--- config.mk ---
export PLATFORM = sky130hd
export DESIGN_NAME = psm_top
export DESIGN_NICKNAME = d
export VERILOG_FILES = /design/src/verilog/psm_mon.v /design/src/verilog/psm_top.v
export VERILOG_INCLUDE_DIRS = /design/src /design/src/shared
export SDC_FILE = /design/constraint.sdc
export NUM_CORES = 1
export LEC_CHECK = 0
export BUFFER_PORTS_ARGS = -buffer_cell sky130_fd_sc_hd__buf_2
export CAP_MARGIN = 0
export CORE_MARGIN = 5
export CORE_UTILIZATION = 40
export CTS_BUF_LIST = sky130_fd_sc_hd__clkbuf_4
export DETAILED_ROUTE_END_ITERATION = 7
export GPL_ROUTABILITY_DRIVEN = 1
export PLACE_DENSITY = 0.53
export SKIP_LAST_GASP = 1
export SLEW_MARGIN = 0
export SYNTH_ARGS = -nofsm -noshare
export SYNTH_HDL_FRONTEND = slang
export SYNTH_HIERARCHICAL = 1
export SYNTH_SLANG_ARGS = --single-unit
export TNS_END_PERCENT = 20
--- constraint.sdc ---
create_clock -name clock_i -period 17.3 [get_ports clock_i]
set_input_delay 2.595 -clock clock_i [delete_from_list [all_inputs] [get_ports clock_i]]
set_output_delay 2.595 -clock clock_i [all_outputs]
set_load 0.02 [all_outputs]
--- src/shared/psm_defs.vh ---
`ifndef PSM_DEFS_VH
`define PSM_DEFS_VH

// Timing: system clock period and the monitor and settle times in ns.
`define PSM_CLK_NS       40
`define PSM_WIN_NS       40000
`define PSM_WIN_CYC      (`PSM_WIN_NS / `PSM_CLK_NS)
`define PSM_GAP_NS       2000
`define PSM_GAP_CYC      (`PSM_GAP_NS / `PSM_CLK_NS)
`define PSM_SETTLE_NS    4000
`define PSM_SETTLE_CYC   (`PSM_SETTLE_NS / `PSM_CLK_NS)

// Register indices on the address port.
`define PSM_REG_CTRL_A   4'h0
`define PSM_REG_CTRL_C   4'h1
`define PSM_REG_CTRL_D   4'h2
`define PSM_REG_PRIO_A   4'h3
`define PSM_REG_PRIO_C   4'h4
`define PSM_REG_PRIO_D   4'h5
`define PSM_REG_RAMP     4'h6
`define PSM_REG_TOL      4'h7
`define PSM_REG_EXP0     4'h8
`define PSM_REG_EXP3     4'hB
`define PSM_REG_STATUS   4'hC
`define PSM_REG_SELECT   4'hD

// Loop control field positions.
`define PSM_CTRL_SEL_LO  0
`define PSM_CTRL_SEL_HI  2
`define PSM_CTRL_AUTO    3
`define PSM_CTRL_REV     4
`define PSM_CTRL_HITLESS 5
`define PSM_CTRL_RSWITCH 6
`define PSM_CTRL_REXIT   7
`define PSM_CTRL_FAST    8

// Reset values.
`define PSM_CTRL_RST     9'h000
`define PSM_PRIO_RST     18'h00000
`define PSM_RAMP_RST     6'h00
`define PSM_TOL_RST      16'h0010
`define PSM_EXP_RST      16'h03E8

// Ramp rate code range, slowest to fastest.
`define PSM_RAMP_MAX     6'h29

// Candidate masks: loops A and C see only the shared inputs and the reference.
`define PSM_ALLOW_AC     6'h0F
`define PSM_ALLOW_D      6'h3F

`endif

--- src/verilog/psm_mon.v ---
`include "psm_defs.vh"

module psm_mon #(
	parameter HAS_FREQ = 1,
	parameter WIN_CYC  = `PSM_WIN_CYC,
	parameter GAP_CYC  = `PSM_GAP_CYC
) (
	input  wire        clock_i,
	input  wire        rst_i,
	input  wire        clk_in_i,
	input  wire [15:0] exp_cnt_i,
	input  wire [15:0] tol_i,
	output reg         loss_o,
	output reg         fault_o
);

	reg        prev_reg;
	reg [15:0] gap_reg;
	reg [15:0] win_reg;
	reg [15:0] cnt_reg;
	wire       edge_seen = clk_in_i & ~prev_reg;
	wire [16:0] lo_sum = {1'b0, cnt_reg} + {1'b0, tol_i};
	wire [16:0] hi_sum = {1'b0, exp_cnt_i} + {1'b0, tol_i};

	// The gap limit spans several input periods, so a gapped clock missing two of eight cycles never trips it.
	always @(posedge clock_i)
	begin
		if (rst_i)
		begin
			prev_reg <= 1'b0;
			gap_reg  <= 16'h0000;
			win_reg  <= 16'h0000;
			cnt_reg  <= 16'h0000;
			loss_o   <= 1'b1;
			fault_o  <= 1'b0;
		end
		else
		begin
			prev_reg <= clk_in_i;
			if (edge_seen)
				gap_reg <= 16'h0000;
			else if (gap_reg < GAP_CYC)
				gap_reg <= gap_reg + 16'h0001;
			loss_o <= ~edge_seen & (gap_reg >= GAP_CYC - 1);
			if (win_reg >= WIN_CYC - 1)
			begin
				win_reg <= 16'h0000;
				cnt_reg <= {15'h0000, edge_seen};
				// The count over a full window is the average rate, so gaps only lower it evenly.
				fault_o <= (HAS_FREQ != 0) && ((lo_sum < {1'b0, exp_cnt_i}) || ({1'b0, cnt_reg} > hi_sum));
			end
			else
			begin
				win_reg <= win_reg + 16'h0001;
				if (edge_seen && cnt_reg != 16'hFFFF)
					cnt_reg <= cnt_reg + 16'h0001;
			end
		end
	end

endmodule // psm_mon

--- src/verilog/psm_top.v ---
`include "psm_defs.vh"

// Notes on behaviour
// - Loops A and C have four candidates, loop D six.
// - Shared inputs and reference may feed any loop.
// - The two extra inputs reach only loop D.
// - Selection is manual or automatic; automatic needs fewer than five enabled inputs.
// - Manual select picks from the loop's permitted set by register write.
// - Manual choice without a clock sends the loop into holdover by itself.
// - Automatic mode picks the valid input of highest priority.
// - Priority is per loop; revertive or non-revertive per loop.
// - Hitless switch between locked inputs absorbs the phase difference.
// - Without hitless the phase step passes at loop bandwidth rate.
// - Hitless has a per-loop enable and works down to 8 kHz.
// - One ramp rate serves both ramped switching and ramped holdover exit.
// - Switch inputs up to 500 ppm apart, pull in with normal or fast bandwidth.
// - Lock loss shows during pull-in; switching is glitchless on every input.
// - Gapped inputs of at least 10 MHz are averaged into a periodic clock.
// - Valid gapped inputs trip no loss, frequency or lock monitor.
// - Shared inputs and reference have signal-loss and frequency monitors.
// - The crystal reference has a signal-loss monitor.
// - Each loop has a lock-loss indicator set on lost synchronization.
// - The extra inputs have signal-loss monitoring only.
// - Holdover when no valid input remains; leave it when one returns.
// - Ramp rate codes span 0.2 ppm/s to 40000 ppm/s.
module psm_top #(
	parameter WIN_CYC    = `PSM_WIN_CYC,
	parameter GAP_CYC    = `PSM_GAP_CYC,
	parameter SETTLE_CYC = `PSM_SETTLE_CYC
) (
	input  wire        clock_i,
	input  wire        rst_i,
	input  wire [5:0]  in_clk_i,
	input  wire        crystal_reference_pins_i,
	input  wire [2:0]  loop_freq_err_i,
	input  wire [3:0]  addr_i,
	input  wire [31:0] wdata_i,
	input  wire        wr_i,
	input  wire        rd_i,
	output reg  [31:0] rdata_o,
	output wire [8:0]  sel_o,
	output wire [2:0]  holdover_o,
	output wire [2:0]  lock_loss_flag_o,
	output wire [2:0]  phase_absorb_o,
	output wire [2:0]  ramp_active_o,
	output wire [2:0]  fast_bw_o,
	output reg  [5:0]  ramp_rate_o,
	output wire [5:0]  signal_loss_flag_o,
	output wire [3:0]  frequency_fault_flag_o,
	output wire        crystal_loss_o
);

	localparam ST_FREE   = 4'h1;
	localparam ST_PULLIN = 4'h2;
	localparam ST_LOCKED = 4'h4;
	localparam ST_HOLD   = 4'h8;

	reg  [8:0]  ctrl_reg [0:2];
	reg  [17:0] prio_reg [0:2];
	reg  [15:0] tol_reg;
	reg  [15:0] exp_reg [0:3];
	wire [5:0]  signal_loss_flag;
	wire [5:0]  frequency_fault_flag;
	wire [5:0]  valid;
	integer     k;

	// Index of the best candidate among v with the highest nonzero priority; ties go to the lower index.
	function [3:0] pick_best;
		input [5:0]  v;
		input [17:0] p;
		integer      i;
		reg   [2:0]  bp;
		begin
			bp = 3'h0;
			pick_best = 4'h0;
			for (i = 0; i < 6; i = i + 1)
				if (v[i] && p[i*3 +: 3] > bp)
				begin
					bp = p[i*3 +: 3];
					pick_best = {1'b1, i[2:0]};
				end
		end
	endfunction

	function [2:0] count6;
		input [5:0] v;
		integer     i;
		begin
			count6 = 3'h0;
			for (i = 0; i < 6; i = i + 1)
				count6 = count6 + {2'h0, v[i]};
		end
	endfunction

	function bit6;
		input [5:0] v;
		input [2:0] idx;
		begin
			bit6 = (idx < 3'h6) ? v[idx] : 1'b0;
		end
	endfunction

	function [5:0] prio_mask;
		input [17:0] p;
		input [5:0]  allow;
		integer      i;
		begin
			prio_mask = 6'h00;
			for (i = 0; i < 6; i = i + 1)
				prio_mask[i] = (|p[i*3 +: 3]) & allow[i];
		end
	endfunction

	genvar m;
	generate
		for (m = 0; m < 6; m = m + 1)
		begin : g_mon
			// Shared inputs and reference get both monitors; the extra inputs loss only.
			psm_mon #(
				.HAS_FREQ (m < 4 ? 1 : 0),
				.WIN_CYC  (WIN_CYC),
				.GAP_CYC  (GAP_CYC)
			) u_mon (
				.clock_i   (clock_i),
				.rst_i     (rst_i),
				.clk_in_i  (in_clk_i[m]),
				.exp_cnt_i (exp_reg[m < 4 ? m : 0]),
				.tol_i     (tol_reg),
				.loss_o    (signal_loss_flag[m]),
				.fault_o   (frequency_fault_flag[m])
			);
			assign valid[m] = ~signal_loss_flag[m] & ~frequency_fault_flag[m];
		end
	endgenerate

	// The crystal clock is watched for loss only.
	psm_mon #(
		.HAS_FREQ (0),
		.WIN_CYC  (WIN_CYC),
		.GAP_CYC  (GAP_CYC)
	) u_mon_xtal (
		.clock_i   (clock_i),
		.rst_i     (rst_i),
		.clk_in_i  (crystal_reference_pins_i),
		.exp_cnt_i (`PSM_EXP_RST),
		.tol_i     (tol_reg),
		.loss_o    (crystal_loss_o),
		.fault_o   ()
	);

	assign signal_loss_flag_o     = signal_loss_flag;
	assign frequency_fault_flag_o = frequency_fault_flag[3:0];

	genvar g;
	generate
		for (g = 0; g < 3; g = g + 1)
		begin : g_loop
			wire [8:0]  ctrl  = ctrl_reg[g];
			wire [17:0] prio  = prio_reg[g];
			wire [5:0]  allow = (g == 2) ? `PSM_ALLOW_D : `PSM_ALLOW_AC;
			wire [5:0]  enab  = prio_mask(prio, allow);
			wire        auto_eff = ctrl[`PSM_CTRL_AUTO] & (count6(enab) < 3'h5);
			wire [3:0]  best  = pick_best(valid & enab, prio);
			wire [2:0]  msel  = ctrl[`PSM_CTRL_SEL_HI:`PSM_CTRL_SEL_LO];
			reg  [3:0]  st_reg;
			reg  [2:0]  sel_reg;
			reg  [7:0]  settle_reg;
			reg         lol_reg;
			reg         hold_reg;
			reg         absorb_reg;
			reg         ramp_reg;
			reg         fast_reg;
			reg         want_found;
			reg  [2:0]  want_idx;

			always @*
			begin
				want_found = 1'b0;
				want_idx   = sel_reg;
				if (auto_eff)
				begin
					// Non-revertive keeps a still-valid current input even if a better one returns.
					if (!ctrl[`PSM_CTRL_REV] && (st_reg == ST_PULLIN || st_reg == ST_LOCKED)
						&& bit6(valid & enab, sel_reg))
						want_found = 1'b1;
					else
					begin
						want_found = best[3];
						want_idx   = best[2:0];
					end
				end
				else
				begin
					// A manual choice with no clock or outside the permitted set leads to holdover.
					want_found = bit6(allow, msel) & ~bit6(signal_loss_flag, msel);
					want_idx   = msel;
				end
			end

			always @(posedge clock_i)
			begin
				if (rst_i)
				begin
					st_reg     <= ST_FREE;
					sel_reg    <= 3'h0;
					settle_reg <= 8'h00;
					lol_reg    <= 1'b1;
					hold_reg   <= 1'b0;
					absorb_reg <= 1'b0;
					ramp_reg   <= 1'b0;
					fast_reg   <= 1'b0;
				end
				else
				begin
					absorb_reg <= 1'b0;
					case (st_reg)
						ST_FREE:
						begin
							if (want_found)
							begin
								sel_reg    <= want_idx;
								st_reg     <= ST_PULLIN;
								settle_reg <= 8'h00;
								fast_reg   <= ctrl[`PSM_CTRL_FAST];
							end
						end
						ST_PULLIN, ST_LOCKED:
						begin
							if (!want_found)
							begin
								st_reg   <= ST_HOLD;
								hold_reg <= 1'b1;
								lol_reg  <= 1'b1;
								ramp_reg <= 1'b0;
								fast_reg <= 1'b0;
							end
							else if (want_idx != sel_reg)
							begin
								// The selection moves and lock loss is raised; the loop pulls in again, so no runt pulse reaches the output.
								sel_reg    <= want_idx;
								st_reg     <= ST_PULLIN;
								settle_reg <= 8'h00;
								lol_reg    <= 1'b1;
								absorb_reg <= ctrl[`PSM_CTRL_HITLESS];
								ramp_reg   <= ctrl[`PSM_CTRL_RSWITCH];
								fast_reg   <= ctrl[`PSM_CTRL_FAST];
							end
							else if (st_reg == ST_PULLIN)
							begin
								if (loop_freq_err_i[g])
									settle_reg <= 8'h00;
								else if (settle_reg >= SETTLE_CYC - 1)
								begin
									st_reg   <= ST_LOCKED;
									lol_reg  <= 1'b0;
									ramp_reg <= 1'b0;
									fast_reg <= 1'b0;
								end
								else
									settle_reg <= settle_reg + 8'h01;
							end
							else if (loop_freq_err_i[g])
							begin
								st_reg     <= ST_PULLIN;
								settle_reg <= 8'h00;
								lol_reg    <= 1'b1;
							end
						end
						ST_HOLD:
						begin
							if (want_found)
							begin
								sel_reg    <= want_idx;
								st_reg     <= ST_PULLIN;
								settle_reg <= 8'h00;
								hold_reg   <= 1'b0;
								ramp_reg   <= ctrl[`PSM_CTRL_REXIT];
								fast_reg   <= ctrl[`PSM_CTRL_FAST];
							end
						end
						default:
						begin
							st_reg  <= ST_FREE;
							lol_reg <= 1'b1;
						end
					endcase
				end
			end

			assign sel_o[g*3 +: 3]     = sel_reg;
			assign holdover_o[g]       = hold_reg;
			assign lock_loss_flag_o[g] = lol_reg;
			assign phase_absorb_o[g]   = absorb_reg;
			assign ramp_active_o[g]    = ramp_reg;
			assign fast_bw_o[g]        = fast_reg;
		end
	endgenerate

	// Register writes. The ramp and switching choices are left to software.
	always @(posedge clock_i)
	begin
		if (rst_i)
		begin
			for (k = 0; k < 3; k = k + 1)
			begin
				ctrl_reg[k] <= `PSM_CTRL_RST;
				prio_reg[k] <= `PSM_PRIO_RST;
			end
			for (k = 0; k < 4; k = k + 1)
				exp_reg[k] <= `PSM_EXP_RST;
			tol_reg     <= `PSM_TOL_RST;
			ramp_rate_o <= `PSM_RAMP_RST;
		end
		else if (wr_i)
		begin
			case (addr_i)
				`PSM_REG_CTRL_A, `PSM_REG_CTRL_C, `PSM_REG_CTRL_D:
					ctrl_reg[addr_i[1:0]] <= wdata_i[8:0];
				`PSM_REG_PRIO_A:
					prio_reg[0] <= wdata_i[17:0];
				`PSM_REG_PRIO_C:
					prio_reg[1] <= wdata_i[17:0];
				`PSM_REG_PRIO_D:
					prio_reg[2] <= wdata_i[17:0];
				`PSM_REG_RAMP:
					// Codes above the fastest rate clamp to it.
					ramp_rate_o <= (wdata_i[5:0] > `PSM_RAMP_MAX) ? `PSM_RAMP_MAX : wdata_i[5:0];
				`PSM_REG_TOL:
					tol_reg <= wdata_i[15:0];
				default:
				begin
					if (addr_i >= `PSM_REG_EXP0 && addr_i <= `PSM_REG_EXP3)
						exp_reg[addr_i[1:0]] <= wdata_i[15:0];
				end
			endcase
		end
	end

	// Read data stand for one cycle after the strobe and are zero otherwise.
	always @(posedge clock_i)
	begin
		if (rst_i)
			rdata_o <= 32'h00000000;
		else if (rd_i)
		begin
			case (addr_i)
				`PSM_REG_CTRL_A, `PSM_REG_CTRL_C, `PSM_REG_CTRL_D:
					rdata_o <= {23'h000000, ctrl_reg[addr_i[1:0]]};
				`PSM_REG_PRIO_A:
					rdata_o <= {14'h0000, prio_reg[0]};
				`PSM_REG_PRIO_C:
					rdata_o <= {14'h0000, prio_reg[1]};
				`PSM_REG_PRIO_D:
					rdata_o <= {14'h0000, prio_reg[2]};
				`PSM_REG_RAMP:
					rdata_o <= {26'h0000000, ramp_rate_o};
				`PSM_REG_TOL:
					rdata_o <= {16'h0000, tol_reg};
				`PSM_REG_STATUS:
					rdata_o <= {15'h0000, crystal_loss_o, lock_loss_flag_o, holdover_o, frequency_fault_flag[3:0], signal_loss_flag};
				`PSM_REG_SELECT:
					rdata_o <= {23'h000000, sel_o};
				default:
				begin
					if (addr_i >= `PSM_REG_EXP0 && addr_i <= `PSM_REG_EXP3)
						rdata_o <= {16'h0000, exp_reg[addr_i[1:0]]};
					else
						rdata_o <= 32'h00000000;
				end
			endcase
		end
		else
			rdata_o <= 32'h00000000;
	end

endmodule // psm_top

# Yosys cells after proc, flatten, opt, wreduce, memory -nomap -nowiden
# Memory sizes are Yosys's and may differ from the RTL's.
# Index checks and enable logic that the tools add are counted.
# Widths: inputs -> output; s select.
dict set report word_totals {
  word_cells 650
  romBits 24
  reg_bits 372
  output_inout_bits 73
  memories 6
  mem_bits_rw 145
  input_bits 50
}
# memory words width rd rd_ports_with_merged_regs wr line_no
set mem_list {}
lappend mem_list {exp_reg 4 16 5 0 4 psm_top.v:61} ;# reg [15:0] exp_reg [0:3];
lappend mem_list {prio_reg 3 18 3 0 3 psm_top.v:59} ;# reg [17:0] prio_reg [0:2];
lappend mem_list {ctrl_reg 3 9 4 0 3 psm_top.v:58} ;# reg [8:0] ctrl_reg [0:2];
lappend mem_list {{(name not given)} 8 1 1 0 0 psm_top.v:99} ;# bit6 = (idx < 3'h6) ? v[idx] : 1'b0;
lappend mem_list {{(name not given)} 8 1 1 0 0 psm_top.v:99}
lappend mem_list {{(name not given)} 8 1 1 0 0 psm_top.v:99}
dict set report classes {
  add_sub_neg 37
  magnitude_cmp 65
  n_reduce_logical 112
  eq_ne 67
  bitwise 70
  n_mux 229
}
# operator count
set op_table {}
lappend op_table {{$pmux 32 s8} 1}
lappend op_table {{$add 16x1->16 const B} 15}
lappend op_table {{$mux 8} 21}
lappend op_table {{$mux 4} 39}
lappend op_table {{$add 16x16->17} 8}
lappend op_table {{$ge 16x6->1 const B} 7}
lappend op_table {{$lt 16x6->1 const B} 7}
lappend op_table {{$mux 1} 102}
lappend op_table {{$mux 3} 30}
lappend op_table {{$gt 16x17->1} 4}
lappend op_table {{$lt 17x16->1} 4}
lappend op_table {{$ge 16x10->1 const B} 4}
lappend op_table {{$ne 16x16->1 const B} 4}
lappend op_table {{$ne 4x4->1 const B} 15}
lappend op_table {{$mux 18} 3}
lappend op_table {{$pmux 8 s2} 3}
lappend op_table {{$gt 3x3->1} 15}
lappend op_table {{$ne 5x5->1 const B} 9}
lappend op_table {{$reduce_and 5->1} 9}
lappend op_table {{$reduce_or 3->1} 15}
lappend op_table {{$not 1->1} 40}
lappend op_table {{$reduce_and 4->1} 9}
lappend op_table {{$reduce_or 2->1} 18}
lappend op_table {{$mux 16} 2}
lappend op_table {{other kinds (40)} 196}

# Longest topological paths before layout
dict set report depth {
  ltp_word 26
  depth_mapped 44
  ltp_nobuf 40
}

# Cells and area by module
# Netlist, hierarchy kept.
# module n_inst seq_area_each_um2 cells_per_inst area_each_um2
set modules_own_cells {}
lappend modules_own_cells {psm_top 1 6356.1 1325 13365.3}
lappend modules_own_cells {{psm_mon (g_mon[0].u_mon ...)} 3 1021.0 490 4156.5}
lappend modules_own_cells {{psm_mon (g_mon[3].u_mon)} 1 1021.0 497 4242.8}
lappend modules_own_cells {{psm_mon (g_mon[4].u_mon ...)} 3 360.3 70 708.2}

# Worst setup path before layout
# No wires, ideal clock.
dict set report synth_path {
  path_kind {register -> register}
  from {register g_mon[0].u_mon.loss_o}
  to {register g_loop[2].settle_reg[7]}
  setup_time_ns 0.137
  synth_period_minus_slack_ns 8.047
  arrival_ns 7.910
  stages_incl_launch_ff 43
  slack_ns 9.253
  n_path_buf 3
  t_required_ns 17.163
  cell_sequence {dfxtp_1 -> nor2_1 -> buf_2 -> and2_1 -> ha_1 -> and3_4 -> nor4_4 -> and2_1 -> clkbuf_1 -> mux2_2 -> ha_1 -> nor3_1 -> a31oi_1 -> o21ai_0 -> a32oi_1 -> nor2_1 -> nor2_1 -> a21oi_1 -> [7 not listed] -> ha_1 -> nor2b_1 -> o21a_1 -> o211a_1 -> mux2_2 -> ha_1 -> nand3_1 -> nand3_1 -> a21oi_1 -> or2_2 -> a31oi_1 -> o21ai_0 -> a31o_2 -> o21a_1 -> buf_2 -> or4_4 -> o221ai_1 -> a221oi_2}
}
dict set report synth_between {
  elab_chain_len 26
  elab_cells_between_ends 47
  classes_between {order compare (5); eq/ne (5); mux (24); bitwise (5); reduce/logical (8)}
}
# item line_no
set synth_rtl {}
lappend synth_rtl {{from (decl)} psm_mon.v:13} ;# output reg loss_o,
lappend synth_rtl {{from (signal assigned)} psm_mon.v:44} ;# loss_o <= ~edge_seen & (gap_reg >= GAP_CYC - 1);
lappend synth_rtl {{$not 1->1} psm_top.v:132} ;# assign valid[m] = ~signal_loss_flag[m] & ~frequency_fault_flag[m];
lappend synth_rtl {{$and 1x1->1} psm_top.v:132}
lappend synth_rtl {{$and 6x6->6} {psm_top.v:163, psm_top.v:184}}
lappend synth_rtl {{$logic_and 1x1->1} psm_top.v:77} ;# if (v[i] && p[i*3 +: 3] > bp)
lappend synth_rtl {{$mux 3} psm_top.v:77}
lappend synth_rtl {{$gt 3x3->1} psm_top.v:77}
lappend synth_rtl {{$logic_and 1x1->1} psm_top.v:77}
lappend synth_rtl {{$mux 3} psm_top.v:77}
lappend synth_rtl {{[10 not listed]} -}
lappend synth_rtl {{$logic_and 1x1->1} psm_top.v:77}
lappend synth_rtl {{$mux 4} psm_top.v:77}
lappend synth_rtl {{$mux 3} psm_top.v:183} ;# if (!ctrl[`PSM_CTRL_REV] && (st_reg == ST_PULLIN || st_reg == ST_LOCKED)
lappend synth_rtl {{$mux 3} psm_top.v:180} ;# if (auto_eff)
lappend synth_rtl {{$ne 3x3->1} psm_top.v:237} ;# else if (want_idx != sel_reg)
lappend synth_rtl {{$mux 8} psm_top.v:237}
lappend synth_rtl {{$mux 8} psm_top.v:229} ;# if (!want_found)
lappend synth_rtl {{$pmux 8 s2} psm_top.v:216} ;# case (st_reg)
lappend synth_rtl {{to (signal assigned)} psm_top.v:260} ;# settle_reg <= settle_reg + 8'h01;
lappend synth_rtl {{to (decl)} psm_top.v:167} ;# reg [7:0] settle_reg;
# Several ways; a longest one is shown, not always the timed one. The select of a mux whose other input is x is not followed.
# A chain may end at the register's enable or synchronous reset.

# Worst setup path after layout
dict set report layout_path {
  from {register g_mon[0].u_mon.loss_o}
  to {register g_loop[2].fast_reg}
}
dict set report layout_between {
  elab_chain_len 26
  elab_cells_between_ends 47
  classes_between {order compare (5); eq/ne (5); mux (24); bitwise (5); reduce/logical (8)}
}
# item line_no
set layout_rtl {}
lappend layout_rtl {{$not 1->1} psm_top.v:132}
lappend layout_rtl {{$and 1x1->1} psm_top.v:132}
lappend layout_rtl {{$and 6x6->6} {psm_top.v:163, psm_top.v:184}}
lappend layout_rtl {{$logic_and 1x1->1} psm_top.v:77}
lappend layout_rtl {{$mux 3} psm_top.v:77}
lappend layout_rtl {{$gt 3x3->1} psm_top.v:77}
lappend layout_rtl {{$logic_and 1x1->1} psm_top.v:77}
lappend layout_rtl {{$mux 3} psm_top.v:77}
lappend layout_rtl {{[10 not listed]} -}
lappend layout_rtl {{$logic_and 1x1->1} psm_top.v:77}
lappend layout_rtl {{$mux 4} psm_top.v:77}
lappend layout_rtl {{$mux 3} psm_top.v:183}
lappend layout_rtl {{$mux 3} psm_top.v:180}
lappend layout_rtl {{$ne 3x3->1} psm_top.v:237}
lappend layout_rtl {{$mux 1} psm_top.v:237}
lappend layout_rtl {{$mux 1} psm_top.v:229}
lappend layout_rtl {{$pmux 1 s2} psm_top.v:216}
lappend layout_rtl {{to (signal assigned)} psm_top.v:224} ;# fast_reg <= ctrl[`PSM_CTRL_FAST];
lappend layout_rtl {{to (signal assigned)} psm_top.v:246} ;# fast_reg <= ctrl[`PSM_CTRL_FAST];
lappend layout_rtl {{to (signal assigned)} psm_top.v:278} ;# fast_reg <= ctrl[`PSM_CTRL_FAST];
lappend layout_rtl {{to (decl)} psm_top.v:172} ;# reg fast_reg;
# Several ways; a longest one is shown, not always the timed one. The select of a mux whose other input is x is not followed.

==> results.json <==
{
  "die_height_um": 294,
  "worstMarginPinSlew_ns": 1.13,
  "post-dp-hpwl_um": 74100,
  "num_rows": 104,
  "layout-drive-gt1-share_pct": 13.7,
  "num_vias": 26600,
  "grt.total_usage_pct": 22.4,
  "multi_input_area_um2": 19500,
  "rsz0062_at_grt": "false",
  "drt_iter0_drc": 1895,
  "fillers": 8011,
  "violations": "design-rule violations",
  "tritoncts": "done",
  "postRouteAntennaNets": 0,
  "dr.pass1.iters": 8,
  "drcViolationCount": 2,
  "drt_wl_total_um": 98300,
  "critPathMostFrequentCell": "nor2_1",
  "grt_pass1_wl_um": 151000,
  "outcome": "finished, violations left",
  "relSlewSlack_pct": 24.3,
  "cpPeakStageDelay_ns": 0.67,
  "clock_sinks": 503,
  "htree_levels": 4,
  "cts_hold_buf": 0,
  "synth_area_um2": 32200,
  "yosys_warnings": 6,
  "grt_pass1_vias": 25600,
  "vdd_ir_drop_max_v": 0.0000641,
  "cts_made_buffers": 145,
  "die_w_um": 294,
  "grt_max_degree": 44,
  "drv_slew": 0,
  "cp-start-kind": "register",
  "path_clk_slew_ns": 0.06,
  "cts_resized": 0,
  "vias_per_cell": 5.45,
  "critical_path_required_ns": 18.22,
  "fin_nets": 4075,
  "ios": 123,
  "crit_path_top_delay_cell": "nor2_1",
  "syn_to_final_growth_pct": 11.3,
  "period_needed_ns": 9.89,
  "crit_family": "compound AO/OA/AOI/OAI gates",
  "portBuffers": 94,
  "place_congestion": 0.908,
  "crit_arrival_ns": 10.81,
  "postLayoutCellArea_um2": 35800,
  "finalClockSkew_ns": 0.0730,
  "register_area_um2": 11500,
  "start_util_pct": 40.2,
  "max_freq_ghz": 0.101,
  "cts_root_buffer": "clkbuf_4",
  "clockBufferDepth": 3,
  "wire_per_inst_um": 20.1,
  "pwr_density_cell_nw_per_um2": 84.1,
  "largest_reg_flops": 96,
  "worst-path-buf-inv": 0,
  "syn_area_per_cell_um2": 9.20,
  "cp-end-kind": "register",
  "die_area_um2": 86200,
  "cts_setup_buffers": 0,
  "final_cell_mix": "dfxtp_1, nor2_1, ha_1",
  "p_leak_uw": 0.0151,
  "overflow": 0,
  "cap_violations": 0,
  "critical_path_class": "reg -> reg",
  "holdWs_ns": 0.450,
  "hp-class": "reg -> reg",
  "finalHoldViolCount": 0,
  "setup_violations": 0,
  "postPlaceCellArea_um2": 33800,
  "antenna_found_initial": 12,
  "synthCells": 3499,
  "final_common_cell": "dfxtp_1",
  "cp_max_fo": 18,
  "clkLatencyLatePin_ns": 1.00,
  "fin_crit_sh_pct": 57.2,
  "setup_tns_ns": 0,
  "core-area_um2": 80200
}
## stage by stage
stage                     util [%]  total power [uW]  cells  worst slack, ns
final                         44.7              3010   4884             7.41
after global routing          44.7              3180   4876             6.78
after floorplan                  -              1680   3532             9.25
after detailed placement      42.2              1830   4607             7.58
after CTS                     44.7              3050   4873             7.54
after global placement        42.2              1830   4607             7.62
## final timing paths
path                            depth (start not counted)                   endpoint                 startpoint  slack, ns
worst min register to register                          1  g_mon[2].u_mon/win_reg[0]  g_mon[2].u_mon/win_reg[0]       0.45
worst max register to register                         39         g_loop[2].fast_reg      g_mon[0].u_mon/loss_o       7.41
worst min-delay path                                    1  g_mon[2].u_mon/win_reg[0]  g_mon[2].u_mon/win_reg[0]       0.45
worst max-delay path                                   39         g_loop[2].fast_reg      g_mon[0].u_mon/loss_o       7.41
## final cells by class
type	instances	area share, %
antenna	11	0.0768
clock buffer	209	4.38
clock inverter	57	1.17
inverter	197	2.06
multi-input combinational	2713	54.3
sequential	503	32.2
tap	1060	3.70
timing repair buffer	134	2.16
## worst reg2reg max path, delay by kind of cell, from the launching register on
family,cells,cell delay [ns]
fa+ha+maj,5,1.40
compound gates,15,3.44
simple gates,16,3.42
mux,3,1.14
flops,1,0.48
## per-layer routing
metal  vias to the layer above  share of wire (%)  track usage (%)  wire, um
met2                       854                 42             33.0     41300
met1                     12400                 45             31.0     44600
met4                         2                3.6             8.79      3580
met3                       182                8.9             6.68      8720
li1                      13200                  -                -         -
met5                         -              0.020                0        20
## report_power, final
group,switching (uW),total (uW),internal (uW)
Combinational,300,475,175
Clock,536,1200,663
Sequential,76.8,1340,1260
Total,913,3010,2100
(Power assumes the default switching activity.)
